`src/inc/mgpa_pkg.sv`:
```
/*
  Shared constants, register map and carrier types for the GPIO port block.
  Assumes a single 40 MHz clock and an APB master with 8-bit addressing.
*/
package mgpa_pkg;
  // ==========================================================
  // Timing
  localparam int MACH_DIV = 12;
  localparam int SHIFT_LOW = 6;
  localparam int M0_BITS = 8;
  localparam int FRAME_BITS = 10;

  // ==========================================================
  // Register offsets
  localparam logic [7:0] OFF_P1_LATCH = 8'h00;
  localparam logic [7:0] OFF_P3_LATCH = 8'h04;
  localparam logic [7:0] OFF_PINS = 8'h08;
  localparam logic [7:0] OFF_CTRL = 8'h0C;
  localparam logic [7:0] OFF_SERBUF = 8'h10;
  localparam logic [7:0] OFF_STATUS = 8'h14;
  localparam logic [7:0] OFF_TMR0 = 8'h18;
  localparam logic [7:0] OFF_TMR1 = 8'h1C;
  localparam logic [7:0] OFF_TMR2 = 8'h20;
  localparam logic [7:0] OFF_T2_RELOAD = 8'h24;

  // ==========================================================
  // Control field positions
  localparam int CB_P1_PUDIS = 0;
  localparam int CB_P3_PUDIS = 1;
  localparam int CB_EXT_MCU = 2;
  localparam int CB_SER_MODE = 3;
  localparam int CB_RX_EN = 5;
  localparam int CB_T0_COUNTER = 6;
  localparam int CB_T1_GATE = 9;
  localparam int CB_T2_EXT_EN = 10;
  localparam int CB_T0_RUN = 11;

  // Status field positions
  localparam int SB_RX_DONE = 0;
  localparam int SB_OVF0 = 1;
  localparam int SB_TX_BUSY = 4;
  localparam int SB_RX_BUSY = 5;

  // ==========================================================
  // Reset values
  localparam logic [7:0] RST_LATCH = 8'hFF;
  localparam logic [15:0] RST_CTRL = 16'h0000;
  localparam logic [15:0] RST_WORD = 16'h0000;

  typedef enum logic [1:0] {
    MGPA_SER_M0 = 2'b00,
    MGPA_SER_M1 = 2'b01,
    MGPA_SER_M2 = 2'b10,
    MGPA_SER_M3 = 2'b11
  } mgpa_sermode_t;

  typedef enum logic [1:0] {
    MGPA_RX_IDLE = 2'b00,
    MGPA_RX_DATA = 2'b01,
    MGPA_RX_STOP = 2'b10
  } mgpa_rxstate_t;

  typedef struct packed {
    logic [7:0] paddr;
    logic psel;
    logic penable;
    logic pwrite;
    logic [31:0] pwdata;
  } mgpa_apb_req_t;

  typedef struct packed {
    logic [31:0] prdata;
    logic pready;
    logic pslverr;
  } mgpa_apb_rsp_t;

  typedef struct packed {
    logic [7:0] out;
    logic [7:0] oe;
    logic [7:0] pullupOn;
  } mgpa_pad_t;
endpackage : mgpa_pkg

```
`src/rtl/mgpa_top.sv`:
```
/*
  Port 1 and port 3 GPIO with alternate functions: serial pins, interrupt
  inputs, timer event/gate/trigger pins and emulator strobes, on APB.
  Assumes pins synchronous to clock and a zero-wait APB master.
*/
`timescale 1ns/100ps

// Operation
// - Each pad combines in and out; enable low drives, high listens.
// - Pins sink low actively; high held by weak pullup after boost.
// - Pad enable is data ANDed with data delayed two clocks.
// - Per-port control bits turn pullups off; high then floats.
// - After reset all pins are inputs with pullups on.
// - Port 3 bits 0 and 1 are already inputs in reset and stay so while serial is idle.
// - Port 3 bits 0 to 5 output alternate output ANDed with latch; idle alternate 1.
// - Alternate inputs go straight to core; pins stay readable.
// - Serial mode 0: data on bit 0, clock/12 shift clock on bit 1.
// - Modes 1 to 3: receive on bit 0, transmit on bit 1, concurrent.
// - Any serial buffer access while idle starts sending; otherwise outputs stay 1.
// - Receiver works only while receive enable is set.
// - Port 3 bit 2 feeds shared interrupt, bit 3 dedicated interrupt.
// - Three 16-bit timers count once per twelve clocks in timer mode.
// - Counter mode counts falling edges on P3.4, P3.5, P1.0.
// - Timer 1 gated by port 3 bit 3; timer 0 never gated.
// - Port 1 bit 1 trigger captures in counter, reloads in timer mode.
// - Ext select: bits 7,6 take emulator strobes; else output core strobes.
module mgpa_top (
  input wire logic clock,
  input wire logic rst,
  input mgpa_pkg::mgpa_apb_req_t apbReq,
  output mgpa_pkg::mgpa_apb_rsp_t apbRsp,
  input wire logic [7:0] port1In,
  input wire logic [7:0] port3In,
  output mgpa_pkg::mgpa_pad_t port1Pad,
  output mgpa_pkg::mgpa_pad_t port3Pad,
  input wire logic coreReadStrobeN,
  input wire logic coreWriteStrobeN,
  output logic emuReadStrobeN,
  output logic emuWriteStrobeN,
  output logic sharedInterrupt,
  output logic dedicatedInterrupt
);
  typedef struct packed {
    logic [7:0] p1Latch;
    logic [7:0] p3Latch;
    logic [15:0] ctrl;
    logic [2:0][15:0] tmr;
    logic [15:0] t2Reload;
    logic [15:0] t2Capture;
    logic [2:0] evPrev;
    logic trigPrev;
    logic [3:0] flags;
    logic [7:0] txHold;
    logic [9:0] txShift;
    logic [3:0] txCount;
    mgpa_pkg::mgpa_rxstate_t rxState;
    logic [2:0] rxCount;
    logic [7:0] rxShift;
    logic [7:0] rxData;
    logic [31:0] prdata;
    logic pslverr;
  } mgpa_top_state_t;

  localparam mgpa_top_state_t ST_RESET = '{
    p1Latch: mgpa_pkg::RST_LATCH,
    p3Latch: mgpa_pkg::RST_LATCH,
    ctrl: mgpa_pkg::RST_CTRL,
    tmr: {3{mgpa_pkg::RST_WORD}},
    t2Reload: mgpa_pkg::RST_WORD,
    t2Capture: mgpa_pkg::RST_WORD,
    evPrev: 3'h7,
    trigPrev: 1'b1,
    flags: 4'h0,
    txHold: 8'hFF,
    txShift: 10'h3FF,
    txCount: 4'h0,
    rxState: mgpa_pkg::MGPA_RX_IDLE,
    rxCount: 3'h0,
    rxShift: 8'h00,
    rxData: 8'h00,
    prdata: 32'h0000_0000,
    pslverr: 1'b0
  };

  mgpa_top_state_t st;
  mgpa_top_state_t next_st;
  logic machCycle;
  logic shiftLow;
  logic [7:0] alt3;
  logic [7:0] p3Data;
  logic setup;
  logic access;
  logic wrAccess;
  logic serAccess;
  logic extSel;
  logic rxEnable;
  logic modeZero;
  logic txBusy;
  logic [2:0] evNow;
  logic [2:0] tmrWrite;

  function automatic logic isAt(input logic [7:0] addr,
                                input logic [7:0] off);
    isAt = (addr == off);
  endfunction : isAt

  function automatic logic isMapped(input logic [7:0] addr);
    isMapped = isAt(addr, mgpa_pkg::OFF_P1_LATCH)
      || isAt(addr, mgpa_pkg::OFF_P3_LATCH)
      || isAt(addr, mgpa_pkg::OFF_PINS)
      || isAt(addr, mgpa_pkg::OFF_CTRL)
      || isAt(addr, mgpa_pkg::OFF_SERBUF)
      || isAt(addr, mgpa_pkg::OFF_STATUS)
      || isAt(addr, mgpa_pkg::OFF_TMR0)
      || isAt(addr, mgpa_pkg::OFF_TMR1)
      || isAt(addr, mgpa_pkg::OFF_TMR2)
      || isAt(addr, mgpa_pkg::OFF_T2_RELOAD);
  endfunction : isMapped

  // ==========================================================
  // Submodules
  mgpa_mach_div u_div (
    .clock(clock),
    .rst(rst),
    .machCycle(machCycle),
    .shiftLow(shiftLow)
  );
  mgpa_pad_bank u_port1 (
    .clock(clock),
    .rst(rst),
    .dataOut(st.p1Latch),
    .pullupDisable(st.ctrl[mgpa_pkg::CB_P1_PUDIS]),
    .pad(port1Pad)
  );
  mgpa_pad_bank u_port3 (
    .clock(clock),
    .rst(rst),
    .dataOut(p3Data),
    .pullupDisable(st.ctrl[mgpa_pkg::CB_P3_PUDIS]),
    .pad(port3Pad)
  );

  // ==========================================================
  // Decodes and pin routing
  assign setup = apbReq.psel & ~apbReq.penable;
  assign access = apbReq.psel & apbReq.penable;
  assign wrAccess = access & apbReq.pwrite;
  assign serAccess = access & isAt(apbReq.paddr, mgpa_pkg::OFF_SERBUF);
  assign extSel = st.ctrl[mgpa_pkg::CB_EXT_MCU];
  assign rxEnable = st.ctrl[mgpa_pkg::CB_RX_EN];
  assign modeZero = (st.ctrl[mgpa_pkg::CB_SER_MODE +: 2] ==
                     mgpa_pkg::MGPA_SER_M0);
  assign txBusy = (st.txCount != 4'h0);
  assign evNow = {port1In[0], port3In[5], port3In[4]};
  assign tmrWrite = {wrAccess & isAt(apbReq.paddr, mgpa_pkg::OFF_TMR2),
                     wrAccess & isAt(apbReq.paddr, mgpa_pkg::OFF_TMR1),
                     wrAccess & isAt(apbReq.paddr, mgpa_pkg::OFF_TMR0)};

  // Alternate outputs rest at 1 while the serial unit is idle
  always_comb begin
    alt3 = 8'hFF;
    if (txBusy && modeZero) begin
      alt3[0] = st.txShift[0];
      alt3[1] = ~shiftLow;
    end else if (txBusy) begin
      alt3[1] = st.txShift[0];
    end
  end
  always_comb begin
    p3Data = st.p3Latch & alt3;
    p3Data[6] = extSel ? 1'b1 : coreWriteStrobeN;
    p3Data[7] = extSel ? 1'b1 : coreReadStrobeN;
  end
  assign sharedInterrupt = port3In[2];
  assign dedicatedInterrupt = port3In[3];
  assign emuWriteStrobeN = extSel ? port3In[6] : 1'b1;
  assign emuReadStrobeN = extSel ? port3In[7] : 1'b1;
  assign apbRsp.prdata = st.prdata;
  assign apbRsp.pready = 1'b1;
  assign apbRsp.pslverr = st.pslverr;

  // ==========================================================
  // Next state
  always_comb begin
    logic [3:0] setFlags;
    logic [3:0] clrFlags;
    logic tmrRun;
    logic tick;
    logic trigFall;
    setFlags = 4'h0;
    clrFlags = 4'h0;
    tmrRun = 1'b0;
    tick = 1'b0;
    trigFall = 1'b0;
    next_st = st;

    // Register writes at the access edge
    if (wrAccess) begin
      if (isAt(apbReq.paddr, mgpa_pkg::OFF_P1_LATCH)) begin
        next_st.p1Latch = apbReq.pwdata[7:0];
      end
      if (isAt(apbReq.paddr, mgpa_pkg::OFF_P3_LATCH)) begin
        next_st.p3Latch = apbReq.pwdata[7:0];
      end
      if (isAt(apbReq.paddr, mgpa_pkg::OFF_CTRL)) begin
        next_st.ctrl = apbReq.pwdata[15:0];
      end
      if (isAt(apbReq.paddr, mgpa_pkg::OFF_STATUS)) begin
        clrFlags = apbReq.pwdata[3:0];
      end
      if (isAt(apbReq.paddr, mgpa_pkg::OFF_T2_RELOAD)) begin
        next_st.t2Reload = apbReq.pwdata[15:0];
      end
      if (isAt(apbReq.paddr, mgpa_pkg::OFF_SERBUF)) begin
        next_st.txHold = apbReq.pwdata[7:0];
      end
    end

    // Transmitter: any buffer access while idle starts a frame
    if (serAccess && !txBusy) begin
      if (modeZero) begin
        next_st.txShift = {2'b11, next_st.txHold};
        next_st.txCount = 4'(mgpa_pkg::M0_BITS);
      end else begin
        next_st.txShift = {1'b1, next_st.txHold, 1'b0};
        next_st.txCount = 4'(mgpa_pkg::FRAME_BITS);
      end
    end else if (machCycle && txBusy) begin
      next_st.txShift = {1'b1, st.txShift[9:1]};
      next_st.txCount = st.txCount - 4'h1;
    end

    // Receiver, modes 1 to 3, sampled once per machine cycle
    if (!rxEnable || modeZero) begin
      next_st.rxState = mgpa_pkg::MGPA_RX_IDLE;
    end else if (machCycle) begin
      case (st.rxState)
        mgpa_pkg::MGPA_RX_IDLE: begin
          if (!port3In[0]) begin
            next_st.rxState = mgpa_pkg::MGPA_RX_DATA;
            next_st.rxCount = 3'h0;
          end
        end
        mgpa_pkg::MGPA_RX_DATA: begin
          next_st.rxShift = {port3In[0], st.rxShift[7:1]};
          next_st.rxCount = st.rxCount + 3'h1;
          if (st.rxCount == 3'h7) begin
            next_st.rxState = mgpa_pkg::MGPA_RX_STOP;
          end
        end
        mgpa_pkg::MGPA_RX_STOP: begin
          if (port3In[0]) begin
            next_st.rxData = st.rxShift;
            setFlags[mgpa_pkg::SB_RX_DONE] = 1'b1;
          end
          next_st.rxState = mgpa_pkg::MGPA_RX_IDLE;
        end
        default: begin
          next_st.rxState = mgpa_pkg::MGPA_RX_IDLE;
        end
      endcase
    end

    // Timers and event pins
    if (machCycle) begin
      next_st.evPrev = evNow;
      next_st.trigPrev = port1In[1];
      trigFall = st.trigPrev & ~port1In[1];
    end
    for (int i = 0; i < 3; i++) begin
      tmrRun = st.ctrl[mgpa_pkg::CB_T0_RUN + i];
      if (i == 1 && st.ctrl[mgpa_pkg::CB_T1_GATE]) begin
        tmrRun = tmrRun & port3In[3];
      end
      if (st.ctrl[mgpa_pkg::CB_T0_COUNTER + i]) begin
        tick = machCycle & st.evPrev[i] & ~evNow[i];
      end else begin
        tick = machCycle;
      end
      if (tmrWrite[i]) begin
        next_st.tmr[i] = apbReq.pwdata[15:0];
      end else if (tmrRun && tick) begin
        next_st.tmr[i] = st.tmr[i] + 16'h0001;
        if (st.tmr[i] == 16'hFFFF) begin
          setFlags[mgpa_pkg::SB_OVF0 + i] = 1'b1;
        end
      end
    end
    if (trigFall && st.ctrl[mgpa_pkg::CB_T2_EXT_EN] && !tmrWrite[2]) begin
      if (st.ctrl[mgpa_pkg::CB_T0_COUNTER + 2]) begin
        next_st.t2Capture = st.tmr[2];
      end else begin
        next_st.tmr[2] = st.t2Reload;
      end
    end

    // Sticky flags: a set in the clearing cycle survives
    next_st.flags = (st.flags & ~clrFlags) | setFlags;

    // Read data and error captured in the setup cycle
    if (setup) begin
      next_st.pslverr = ~isMapped(apbReq.paddr);
      next_st.prdata = 32'h0000_0000;
      case (apbReq.paddr)
        mgpa_pkg::OFF_P1_LATCH: next_st.prdata[7:0] = st.p1Latch;
        mgpa_pkg::OFF_P3_LATCH: next_st.prdata[7:0] = st.p3Latch;
        mgpa_pkg::OFF_PINS: next_st.prdata[15:0] = {port3In, port1In};
        mgpa_pkg::OFF_CTRL: next_st.prdata[15:0] = st.ctrl;
        mgpa_pkg::OFF_SERBUF: next_st.prdata[7:0] = st.rxData;
        mgpa_pkg::OFF_STATUS: begin
          next_st.prdata[3:0] = st.flags;
          next_st.prdata[mgpa_pkg::SB_TX_BUSY] = txBusy;
          next_st.prdata[mgpa_pkg::SB_RX_BUSY] =
            (st.rxState != mgpa_pkg::MGPA_RX_IDLE);
        end
        mgpa_pkg::OFF_TMR0: next_st.prdata[15:0] = st.tmr[0];
        mgpa_pkg::OFF_TMR1: next_st.prdata[15:0] = st.tmr[1];
        mgpa_pkg::OFF_TMR2: next_st.prdata[15:0] = st.tmr[2];
        mgpa_pkg::OFF_T2_RELOAD: next_st.prdata[15:0] = st.t2Capture;
        default: next_st.prdata = 32'h0000_0000;
      endcase
    end
  end

  always_ff @(posedge clock or posedge rst) begin
    if (rst) begin
      st <= ST_RESET;
    end else begin
      st <= next_st;
    end
  end
endmodule : mgpa_top

```
`src/rtl/mgpa_mach_div.sv`:
```
/*
  Machine-cycle divider: one-cycle enable every twelve clocks, plus the
  low half of the serial shift clock.
  Assumes one clock and an asynchronous active-high reset.
*/
`timescale 1ns/100ps
module mgpa_mach_div (
  input wire logic clock,
  input wire logic rst,
  output logic machCycle,
  output logic shiftLow
);
  typedef struct packed {
    logic [3:0] cnt;
  } mgpa_div_state_t;

  mgpa_div_state_t st;
  mgpa_div_state_t next_st;

  // ==========================================================
  // Counter
  always_comb begin
    next_st = st;
    if (st.cnt == 4'(mgpa_pkg::MACH_DIV - 1)) begin
      next_st.cnt = 4'h0;
    end else begin
      next_st.cnt = st.cnt + 4'h1;
    end
  end

  always_ff @(posedge clock or posedge rst) begin
    if (rst) begin
      st <= '0;
    end else begin
      st <= next_st;
    end
  end

  assign machCycle = (st.cnt == 4'(mgpa_pkg::MACH_DIV - 1));
  assign shiftLow = (st.cnt < 4'(mgpa_pkg::SHIFT_LOW));
endmodule : mgpa_mach_div

```
`src/rtl/mgpa_pad_bank.sv`:
```
/*
  Eight quasi-bidirectional pad drivers with two-clock strong high drive.
  Assumes the pad wire resolves out/oe/pullupOn outside the design.
*/
`timescale 1ns/100ps
module mgpa_pad_bank (
  input wire logic clock,
  input wire logic rst,
  input wire logic [7:0] dataOut,
  input wire logic pullupDisable,
  output mgpa_pkg::mgpa_pad_t pad
);
  typedef struct packed {
    logic [7:0] d0;
    logic [7:0] d1;
    logic [7:0] d2;
  } mgpa_pad_state_t;

  mgpa_pad_state_t st;
  mgpa_pad_state_t next_st;

  // ==========================================================
  // Output data and its two-clock delayed copy
  always_comb begin
    next_st = st;
    next_st.d0 = dataOut;
    next_st.d1 = st.d0;
    next_st.d2 = st.d1;
  end

  always_ff @(posedge clock or posedge rst) begin
    if (rst) begin
      st <= '{d0: mgpa_pkg::RST_LATCH, d1: mgpa_pkg::RST_LATCH,
              d2: mgpa_pkg::RST_LATCH};
    end else begin
      st <= next_st;
    end
  end

  genvar i;
  generate
    for (i = 0; i < 8; i++) begin : g_bit
      logic padEnable;
      // Low enable drives the pin, high enable listens
      assign padEnable = st.d0[i] & st.d2[i];
      assign pad.oe[i] = ~padEnable;
      assign pad.out[i] = st.d0[i];
      assign pad.pullupOn[i] = ~pullupDisable;

    end
  endgenerate
endmodule : mgpa_pad_bank

```
`config.mk`:
```
export PLATFORM = sky130hd
export DESIGN_NAME = mgpa_top
export DESIGN_NICKNAME = d
export VERILOG_FILES = /design/src/inc/mgpa_pkg.sv /design/src/rtl/mgpa_top.sv /design/src/rtl/mgpa_mach_div.sv /design/src/rtl/mgpa_pad_bank.sv
export SDC_FILE = /design/constraint.sdc
export NUM_CORES = 1
export LEC_CHECK = 0
export BUFFER_PORTS_ARGS = -buffer_cell sky130_fd_sc_hd__buf_2
export CORE_MARGIN = 3
export CORE_UTILIZATION = 50
export DETAILED_ROUTE_END_ITERATION = 8
export GPL_ROUTABILITY_DRIVEN = 0
export GPL_TIMING_DRIVEN = 0
export PLACE_DENSITY = 0.71
export SYNTH_ARGS = -nofsm -noshare
export SYNTH_HDL_FRONTEND = slang
export SYNTH_HIERARCHICAL = 1
export SYNTH_SLANG_ARGS = --single-unit
```
`constraint.sdc`:
```
create_clock -name clock -period 7.2 [get_ports clock]
set_clock_uncertainty 0.1 [all_clocks]
set_input_delay 1.44 -clock clock [delete_from_list [all_inputs] [get_ports clock]]
set_output_delay 1.44 -clock clock [all_outputs]
set_load 0.02 [all_outputs]
```
==> results of run 1 <==
registers in the layout (all words and copies together) (netlist names):
signal           count
u_port1/st           8
st                 160
u_div/st             4
u_port3/next_st      8
rxEnable             1
u_port3/st           8
u_port1/pad          8
u_port1/next_st      8
u_port3/pad          8
apbRsp              17
extSel               1
placed cells by master (no fill, tap or decap), types with 13 or more instances in the layout:
cell type / Yosys / final
sky130_fd_sc_hd__o21ai_0: 47 / 47
sky130_fd_sc_hd__xor2_1: 32 / 32
sky130_fd_sc_hd__dfstp_2: 85 / 85
sky130_fd_sc_hd__nand2_1: 92 / 92
sky130_fd_sc_hd__clkbuf_1: 29 / 32
sky130_fd_sc_hd__clkbuf_16: 0 / 26
sky130_fd_sc_hd__buf_4: 69 / 69
sky130_fd_sc_hd__nand3_1: 35 / 35
sky130_fd_sc_hd__xnor2_1: 13 / 13
sky130_fd_sc_hd__inv_1: 14 / 13
sky130_fd_sc_hd__a21oi_1: 29 / 29
sky130_fd_sc_hd__mux2i_1: 38 / 38
sky130_fd_sc_hd__buf_2: 17 / 124
sky130_fd_sc_hd__nor2_1: 39 / 39
sky130_fd_sc_hd__nor3_1: 18 / 18
sky130_fd_sc_hd__mux2_2: 112 / 112
sky130_fd_sc_hd__dfrtp_1: 146 / 146
sky130_fd_sc_hd__conb_1: 2 / 17
sky130_fd_sc_hd__nand4_1: 16 / 16
sky130_fd_sc_hd__o22ai_1: 20 / 20
power breakdown:
part	total [mW]	leakage (nW)	switching (mW)	internal, mW
combinational	0.208	2.76	0.132	0.0758
sequential	1.35	2.81	0.0224	1.33
clock	1.35	0.441	0.530	0.824
cells by family after synthesis:
| group | count (synthesis) | synth area share (%) |
|---|---|---|
| simple gates | 275 | 12.5 |
| flops | 231 | 50.8 |
| compound gates | 180 | 10.3 |
| mux | 156 | 15.3 |
| buf+inv | 135 | 6.92 |
| xor+xnor | 45 | 3.40 |
| fa+ha+maj | 7 | 0.755 |
| other cells | 2 | 0.0648 |
layout make-up:
type                       instances  area (µm²)
clock buffer                      34         731
clock inverter                    12         153
fill                            1918        9250
sequential                       231        5890
inverter                          14        60.1
tap                              285         357
buffer                           121         749
multi-input combinational        680        4960
timing repair buffer             108         563
cells in the mapped netlist, drive strengths merged (3+ instances only):
master	count	area (µm²)
a211oi	6	45.0
o22ai	20	125
nor3b	3	22.5
a21o	4	30.0
nand4	16	100
mux4	5	113
a22oi	10	75.1
o221ai	9	78.8
and4	6	52.6
xnor2	13	114
nor2b	8	50.1
buf	92	641
mux2	113	1280
nor4	6	67.6
o21ai	50	250
nor2	42	165
xor2	32	280
nand4b	3	26.3
a2111oi	6	83.8
and2	6	37.5
nand2	94	363
ha	7	87.6
a31oi	11	68.8
nor4b	3	38.8
or4b	3	30.0
nand2b	11	68.8
and3	6	37.5
clkbuf	29	109
mux2i	38	380
inv	14	52.6
nor3	21	126
nand3	35	175
dfstp	85	2230
o21a	10	75.1
a21oi	29	145
a221oi	3	26.3
dfrtp	146	3650
or3	3	18.8
or2	4	25.0
stage by stage:
step / cell area [µm²] / hold slack [ns] / setup slack (ns) / utilization, %
floorplan: 11600 / 0.245 / 0.863 / -
global placement: 12500 / 0.245 / -1.33 / 55.2
finish: 13500 / 0.255 / 3.71 / 59.3
detailed placement: 12600 / 0.247 / 3.18 / 55.4
CTS: 13500 / 0.256 / 3.70 / 59.3
global route: 13500 / 0.258 / 3.61 / 59.3
worst paths after layout:
path	start	to	slack, ns
max in group asynchronous	rst	st[80]$_DFFE_PP1P_	5.18
worst min register to register	u_port1/next_st[7]$_DFF_PP1_	u_port1/st[7]$_DFF_PP1_	0.26
worst min-delay path	u_port1/next_st[7]$_DFF_PP1_	u_port1/st[7]$_DFF_PP1_	0.26
min in group asynchronous	rst	u_div/st[2]$_DFF_PP0_	0.77
worst max register to register	u_div/st[0]$_DFF_PP0_	st[153]$_DFF_PP0_	3.99
worst max-delay path	apbReq[40]	st[79]$_DFF_PP0_	3.71
worst max-delay path: cells and delay by family:
family	cells	cell delay (ns)
AOI/OAI and AO/OA	2	0.51
buffers and inverters	2	0.38
and+or+nand+nor	2	1.44
routing by layer:
metal	up-vias	GRT usage [%]	wire length, µm
met5	-	0	20
met4	2	9.50	1300
met1	4220	34.1	13000
met3	90	4.43	2400
met2	407	37.6	13800
li1	3939	-	-
==> impl_metrics.toml, run 1 <==
[yosys]
yosysWarningCount = 6
syn-mean-instance-area_um2 = 11.2
synth_top_flop_cell = "sky130_fd_sc_hd__dfrtp_1"
postSynth.asyncResetShare_pct = 100
postSynthRegisterBits = 231
synth_edf_count = 0
yosysUniqueCellTypes = 70
synth_area_mm2 = 0.0116
synth-seq-area-share_pct = 50.8
post_synth_inst_count = 1031

[timing]
period_needed_ns = 3.49
max_freq_ghz = 0.287
worst_slew_margin_rel_pct = 41.7
final-max-slew-violation-count = 0
setup_viol = 0
grt_setup_unrepaired = "false"
timing_hold_violations_final = 0
fin_crit_sh_pct = 48.5
tightestPinTransition_ns = 0.868
tns_ns = 0

[job]
max_cap_violations = 0

[global_routing]
first_global_vias = 8232
total_global_route_track_usage_pct = 24.2
grt_antenna_before_repair = 1
grt_start_max_net_pins = 104
global_route.overflow_total = 0
grt_pass1_wl_mm = 46.9

[pwr]
ir_worst_vdd_mv = 0.166
p_leak_nw = 6.01
finalPower_mw = 2.92
power.density_cell_area_mw_per_mm2 = 217

[cells_and_area]
finalNonFillerCells = 1485
final_layout_size_suffix_gt1_share_pct = 38.8
syn_to_final_growth_pct = 16.1
antenna_cells = 0
design.final.nets = 1251

[min_path]
worstHoldPathCells = 0
hold_path.class = "reg -> reg"

[cts]
post-cts-setup-buffers = 0
tritoncts = "yes"
clockRootBuffer = "sky130_fd_sc_hd__clkbuf_16"
cts_sinks = 231
clock_tree.htree_level_count = 1
cts_buffers = 25
holdBufCountCts = 0
cts_max_path_buffers = 3
post_cts.resized_instances = 0
cts.clk_slew.worst_paths_ns = 0.06
insertion_delay_ns = 0.52

[setup_path]
worstSetupStartpointType = "input port"
critical_path.max_stage_delay_ns = 0.73
cpMaxStageDelayCell = "sky130_fd_sc_hd__nor3_1"
worst-endpoint-arrival_ns = 3.79
ff2ff_path_depth = 7
crit_path_cell_trace = "buf_2, clkbuf_1, or4b_1, nor3_1, a21boi_0, a41o_1"
cp-end-kind = "flop"
cp.required_ns = 7.50
critical_path_class = "in -> reg"
worst-path-max-fanout = 10

[route]
wl_per_cell_um = 20.6
finalWirelength_mm = 30.5
drtAntennaViolNets = 0
drc = 0
vias_per_cell = 5.83
first_iter_violations = 823
detailed_routing_iterations_pass_1 = 5
num_vias = 8658

[floorplan]
core.rowCount = 55
placeableCoreArea_mm2 = 0.0227
io-pin-count = 149
die_area_mm2 = 0.0250
start_util_pct = 51.0
chipWidth_um = 158
floorplan.die.height_um = 158

[placed_design]
port_buffers = 107
numPlacedInstances = 1439
post-dp-hpwl_mm = 22.1

[outcome]
outcome = "finished clean"
Power figures use the tool's default switching activity.
==> run 2: changes to the inputs <==
==> constraint.sdc (replaced) <==
create_clock -name clock -period 3.3 [get_ports clock]
set_clock_uncertainty 0.1 [all_clocks]
set_input_delay 0.66 -clock clock [delete_from_list [all_inputs] [get_ports clock]]
set_output_delay 0.66 -clock clock [all_outputs]
set_load 0.02 [all_outputs]
==> impl_metrics.toml, run 2 (synthesis results as in run 1) <==
[timing]
finalWorstSetupSlack_ns = 0.459
setup_viol = 0
period_needed_ns = 2.84
max_freq_ghz = 0.352
timing_hold_violations_final = 0
worst_slew_margin_rel_pct = 38.2
tightestPinTransition_ns = 0.920
final-max-slew-violation-count = 0
grt_setup_unrepaired = "false"
fin_crit_sh_pct = 86.1
fin_hold_ws_ns = 0.238
tns_ns = 0

[floorplan]
floorplan.die.height_um = 158
core.rowCount = 55
placeableCoreArea_mm2 = 0.0227
start_util_pct = 51.0
io-pin-count = 149
chipWidth_um = 158
die_area_mm2 = 0.0250

[route]
num_vias = 8647
vias_per_cell = 5.81
finalWirelength_mm = 30.5
detailed_routing_iterations_pass_1 = 6
first_iter_violations = 640
drtAntennaViolNets = 0
wl_per_cell_um = 20.5
drc = 0

[min_path]
hold_path.class = "in -> reg"
end_point_of_the_worst_hold_path = "u_port3/pad[22]$_DFF_PP1_"
worstHoldPathCells = 2
min-delay-start = "coreWriteStrobeN"

[setup_path]
worst-endpoint-arrival_ns = 3.14
family_with_the_most_delay_on_the_worst_path = "compound AO/OA/AOI/OAI gates"
count_of_buffering_cells_on_the_critical_path_with_inverters_included = 0
cp-end-kind = "flop"
critical_path_class = "reg -> reg"
ff2ff_path_depth = 7
cp.required_ns = 3.60
crit_path_cell_trace = "ha_1, and3b_1, nand2_1, a2111oi_2, nand4_1, xor2_1, a21oi_1"
cpMaxStageDelayCell = "sky130_fd_sc_hd__a2111oi_2"
worstSetupStartpointType = "flop"
setup.reg_to_reg.worst_slack_ns = 0.46
critical_path.max_stage_delay_ns = 0.80
reg2reg_to = "st[162]$_DFF_PP0_"
worst-path-max-fanout = 6
critical_path.reg2reg.startpoint = "u_div/st[0]$_DFF_PP0_"

[cts]
insertion_delay_ns = 0.53
cts_max_path_buffers = 3
clockRootBuffer = "sky130_fd_sc_hd__clkbuf_16"
clock_tree.htree_level_count = 1
post-cts-setup-buffers = 0
tritoncts = "yes"
cts_buffers = 25
cts.clk_slew.worst_paths_ns = 0.06
cts_sinks = 231

[cells_and_area]
postLayoutCoreUtil_pct = 59.5
mostFrequentLayoutCells = "sky130_fd_sc_hd__dfrtp_1 (146), sky130_fd_sc_hd__buf_2 (124), sky130_fd_sc_hd__mux2_2 (112)"
area.sequential_mm2 = 0.00589
leading_cell_type_in_the_layout_fill_and_taps_excluded = "sky130_fd_sc_hd__dfrtp_1"
num-fill-cells = 1895
regMostFlops = "st"
design.final.nets = 1255
multi_input_area_mm2 = 0.00497
final_layout_size_suffix_gt1_share_pct = 38.8
largest_reg_flops = 160
antenna_cells = 0
syn_to_final_growth_pct = 16.6

[pwr]
power.density_cell_area_mw_per_mm2 = 470
finalPower_mw = 6.36
p_leak_nw = 6.04
ir_worst_vdd_mv = 0.336

[outcome]
outcome = "finished clean"

[global_routing]
total_global_route_track_usage_pct = 24.3
global_route.overflow_total = 0
grt_antenna_before_repair = 3
grt_start_max_net_pins = 42
first_global_vias = 8251
grt_pass1_wl_mm = 47.2

[job]
max_cap_violations = 0

[placed_design]
port_buffers = 107
post-dp-hpwl_mm = 22.3
post-place-ws_ns = 0.0546
## run 2: per-layer routing
metal	part of all wire (%)	track usage, %	wire length [µm]	vias to the layer above
met2	45	37.9	13800	372
met5	0.13	0	40	-
met3	6.9	4.24	2110	89
met4	3.8	8.52	1170	6
li1	-	-	-	3948
met1	44	34.6	13400	4232
## run 2: worst register-to-register path, cell delays in order (launching register included)
cell and delay, ns:
sky130_fd_sc_hd__dfrtp_1 0.40, sky130_fd_sc_hd__ha_1 0.22, sky130_fd_sc_hd__and3b_1 0.43, sky130_fd_sc_hd__nand2_1 0.26, sky130_fd_sc_hd__a2111oi_2 0.80, sky130_fd_sc_hd__nand4_1 0.20, sky130_fd_sc_hd__xor2_1 0.19, sky130_fd_sc_hd__a21oi_1 0.09
## run 2: worst max-delay path by stage
stage | cells past startpoint | endpoint | startpoint
after CTS | 8 | st[163]$_DFF_PP0_ | u_div/st[0]$_DFF_PP0_
after global routing | 8 | st[145]$_DFFE_PP0P_ | u_div/st[0]$_DFF_PP0_
after global placement | 2 | st[111]$_DFFE_PP0P_ | rst
final | 7 | st[162]$_DFF_PP0_ | u_div/st[0]$_DFF_PP0_
after detailed placement | 6 | st[77]$_DFF_PP0_ | apbReq[40]
after floorplan | 1 | apbRsp[0]$_DFFE_PP0P_ | rst
## run 2: through the flow
step                instance area (µm²)  instances
floorplan                         11700       1046
global placement                  12500       1438
detailed placement                12600       1442
CTS                               13500       1489
global route                      13500       1489
finish                            13500       1489
## run 2: final cells by class
class	instances	share of cell area, %
sequential	231	43.5
multi-input combinational	680	36.7
clock buffer	39	5.85
buffer	121	5.55
timing repair buffer	112	4.63
tap	285	2.64
clock inverter	7	0.657
inverter	14	0.416
## run 2: repair_timing
item | CTS | global route
endpoints found under the setup margin | 0 | 23
endpoints found under the hold margin | 4 | 0
hold buffers | 1 | 0
gates resized for setup | 0 | 4
## run 2: power breakdown
| group | switching, mW | internal, mW | leakage, nW |
|---|---|---|---|
| Sequential | 0.0496 | 2.90 | 2.81 |
| Clock | 1.14 | 1.80 | 0.437 |
| Combinational | 0.289 | 0.172 | 2.79 |
| Total | 1.48 | 4.88 | 6.04 |
==> run 3: changes to the inputs <==
--- a/config.mk
+++ b/config.mk
@@ -5,13 +5,13 @@
 export SDC_FILE = /design/constraint.sdc
 export NUM_CORES = 1
 export LEC_CHECK = 0
+export ABC_AREA = 1
 export BUFFER_PORTS_ARGS = -buffer_cell sky130_fd_sc_hd__buf_2
 export CORE_MARGIN = 3
 export CORE_UTILIZATION = 50
 export DETAILED_ROUTE_END_ITERATION = 8
 export GPL_ROUTABILITY_DRIVEN = 0
-export GPL_TIMING_DRIVEN = 0
-export PLACE_DENSITY = 0.71
+export PLACE_DENSITY = 0.7
 export SYNTH_ARGS = -nofsm -noshare
 export SYNTH_HDL_FRONTEND = slang
 export SYNTH_HIERARCHICAL = 1
==> constraint.sdc (replaced) <==
create_clock -name clock -period 2.87 [get_ports clock]
set_clock_uncertainty 0.1 [all_clocks]
set_input_delay 0.574 -clock clock [delete_from_list [all_inputs] [get_ports clock]]
set_output_delay 0.574 -clock clock [all_outputs]
set_load 0.02 [all_outputs]
==> impl_metrics.toml, run 3 <==
[outcome]
outcome = "finished clean"

[floorplan]
start_util_pct = 51.3
chipWidth_um = 159
core.rowCount = 55
floorplan.die.height_um = 159
die_area_mm2 = 0.0253
io-pin-count = 149
placeableCoreArea_mm2 = 0.0228

[route]
wl_per_cell_um = 16.7
finalWirelength_mm = 30.8
num_vias = 9660
drtAntennaViolNets = 0
drc = 0
detailed_routing_iterations_pass_1 = 5
first_iter_violations = 723
vias_per_cell = 5.24

[timing]
timing_hold_violations_final = 0
fin_hold_ws_ns = 0.117
setup_viol = 0
fin_crit_sh_pct = 89.7
worst_slew_margin_rel_pct = 40.3
final-max-slew-violation-count = 0
grt_setup_unrepaired = "false"
period_needed_ns = 2.58
tns_ns = 0
tightestPinTransition_ns = 0.895
max_freq_ghz = 0.388
finalWorstSetupSlack_ns = 0.295

[cells_and_area]
stdcell_area_mm2 = 0.0131
syn_to_final_growth_pct = 12.4
antenna_cells = 0
mostFrequentLayoutCells = "sky130_fd_sc_hd__nand2_1 (437), sky130_fd_sc_hd__dfrtp_1 (146), sky130_fd_sc_hd__inv_1 (138)"
design.final.nets = 1583
leading_cell_type_in_the_layout_fill_and_taps_excluded = "sky130_fd_sc_hd__nand2_1"
largest_reg_flops = 160
regMostFlops = "st"
final_layout_size_suffix_gt1_share_pct = 21.0

[setup_path]
worst-endpoint-arrival_ns = 2.89
cpMaxStageDelayCell = "sky130_fd_sc_hd__dfrtp_1"
critical_path.reg2reg.startpoint = "u_div/st[0]$_DFF_PP0_"
count_of_buffering_cells_on_the_critical_path_with_inverters_included = 2
critical_path.max_stage_delay_ns = 0.40
worstSetupStartpointType = "flop"
family_with_the_most_delay_on_the_worst_path = "simple AND/OR/NAND/NOR gates"
crit_path_cell_trace = "ha_1, nand2_2, nor2_2, inv_2, nor4_4, nand3_4, inv_2, o21ai_0"
critical_path_class = "reg -> reg"
worst-path-max-fanout = 24
cpMostUsedCell = "sky130_fd_sc_hd__inv_2"
cp.required_ns = 3.19
crit_path_from = "u_div/st[0]$_DFF_PP0_"
setup.reg_to_reg.worst_slack_ns = 0.29
cp-end-kind = "flop"

[cts]
cts_max_path_buffers = 3
cts_sinks = 231
clockRootBuffer = "sky130_fd_sc_hd__clkbuf_16"
tritoncts = "yes"
post-cts-setup-buffers = 0
cts_buffers = 25
cts.clk_slew.worst_paths_ns = 0.06
insertion_delay_ns = 0.54
clock_tree.htree_level_count = 1

[yosys]
combinational_family_with_the_most_area_after_synthesis = "simple AND/OR/NAND/NOR gates"
synth-compound-area-share_pct = 10.5
synth.top_cells.by_count = "sky130_fd_sc_hd__nand2_1 (437), sky130_fd_sc_hd__dfrtp_1 (146), sky130_fd_sc_hd__inv_1 (139)"
synthAdderAreaFrac_pct = 0.749
postSynth.asyncResetShare_pct = 100
post_synth_inst_count = 1436
yosysWarningCount = 6
xor_and_xnor_area_share_after_synthesis_pct = 1.95
synth_top_flop_cell = "sky130_fd_sc_hd__dfrtp_1"
synth-seq-area-share_pct = 50.3
cell_taking_the_most_area_after_synthesis = "sky130_fd_sc_hd__dfrtp_1"
synth.area.mux_share_pct = 0.0963
yosysUniqueCellTypes = 44
synth_area_mm2 = 0.0117
synth_edf_count = 0
synth_area_leaders = "sky130_fd_sc_hd__dfrtp_1 (31%), sky130_fd_sc_hd__dfstp_2 (19%), sky130_fd_sc_hd__nand2_1 (14%), sky130_fd_sc_hd__o21ai_0 (5.8%), sky130_fd_sc_hd__buf_4 (4.8%)"
postSynthRegisterBits = 231
syn-mean-instance-area_um2 = 8.14
yosysMostFrequentCell = "sky130_fd_sc_hd__nand2_1"
yosys.area.top_type_share_pct = 31.2
synthSimpleGateAreaFrac_pct = 25.3

[job]
max_cap_violations = 0

[placed_design]
port_buffers = 115
post-place-ws_ns = 0.170
post-dp-hpwl_mm = 23.0
placed_cell_area_mm2 = 0.0122

[global_routing]
grt_start_max_net_pins = 68
first_global_vias = 9129
grt_antenna_before_repair = 0
grt_pass1_wl_mm = 49.3
total_global_route_track_usage_pct = 24.2
global_route.overflow_total = 0

[min_path]
hold_path.class = "in -> reg"
min-delay-start = "coreWriteStrobeN"

[pwr]
finalPower_mw = 7.25
net-switching-power_mw = 1.68
combPwrFrac_pct = 5.4
netSwitchingFraction_pct = 23.1
seqPwrFrac_pct = 46.7
p_leak_nw = 6.18
power_report.internal_total_mw = 5.57
clock_power_share_pct = 47.9
ir_worst_vdd_mv = 0.532
power.density_cell_area_mw_per_mm2 = 551
==> run 3: cell count changes after synthesis, moves of 21 or more <==
cell,before,now
sky130_fd_sc_hd__nand2_1,92,437
sky130_fd_sc_hd__inv_1,14,139
sky130_fd_sc_hd__mux2_2,112,1
sky130_fd_sc_hd__o21ai_0,47,136
sky130_fd_sc_hd__nand3_1,35,91
sky130_fd_sc_hd__nor2_1,39,90
sky130_fd_sc_hd__mux2i_1,38,0
sky130_fd_sc_hd__o21ai_1,3,24
==> run 3: final cells by class <==
cell class	count	area, µm²
Inverter	154	582
Clock buffer	33	718
Clock inverter	13	183
Tap cell	313	392
Fill cell	2029	9630
Sequential cell	231	5890
Multi-Input combinational cell	961	4580
Timing Repair Buffer	140	803
==> run 3: through the flow <==
stage / cells / util [%]
final: 1845 / 57.7
after global routing: 1845 / 57.7
after CTS: 1845 / 57.7
after detailed placement: 1798 / 53.7
after global placement: 1798 / 53.7
after floorplan: 1451 / -
==> run 3: repair_timing <==
action,CTS,global route
setup endpoints to repair,0,9
endpoints found under the hold margin,4,0
resized for setup,0,1
hold buffers,1,0
==> run 3: logic make-up (layout without fill, tap and decap cells) <==
logic type                 count (synthesis)  in the layout
and+or+nand+nor                          686            686
buffers and inverters                    259            340
DFF                                      231            231
AOI/OAI and AO/OA                        224            224
xor gates and xnor gates                  26             26
adders and majority gates                  7              7
other                                      2             17
muxes                                      1              1
==> run 3: path summary, 6_finish.rpt <==
check,endpoint,cells after the start
setup / recovery,st[149]$_DFF_PP0_,8
hold / removal,u_port3/pad[22]$_DFF_PP1_,2
setup reg to reg,st[149]$_DFF_PP0_,8
hold reg to reg,u_port3/next_st[1]$_DFF_PP1_,0
max in group asynchronous,st[71]$_DFF_PP1_,4
min in group asynchronous,u_div/st[3]$_DFF_PP0_,3
==> run 3: power groups by stage <==
stage	Clock (mW)	Combinational [mW]	Sequential [mW]
finish	3.47	0.392	3.38
global route	3.67	0.433	3.39
CTS	3.54	0.394	3.38
detailed placement	0	0.390	3.44
global placement	0	0.385	3.44
floorplan	0	0.273	3.42
==> run 3: metal layers <==
metal  up-vias  wire [µm]  track usage, %
met5         -          0               0
met2       390      13700            37.1
met4         0       1030            7.60
met1      4514      13400            34.6
li1       4687          -               -
met3        69       2740            5.12
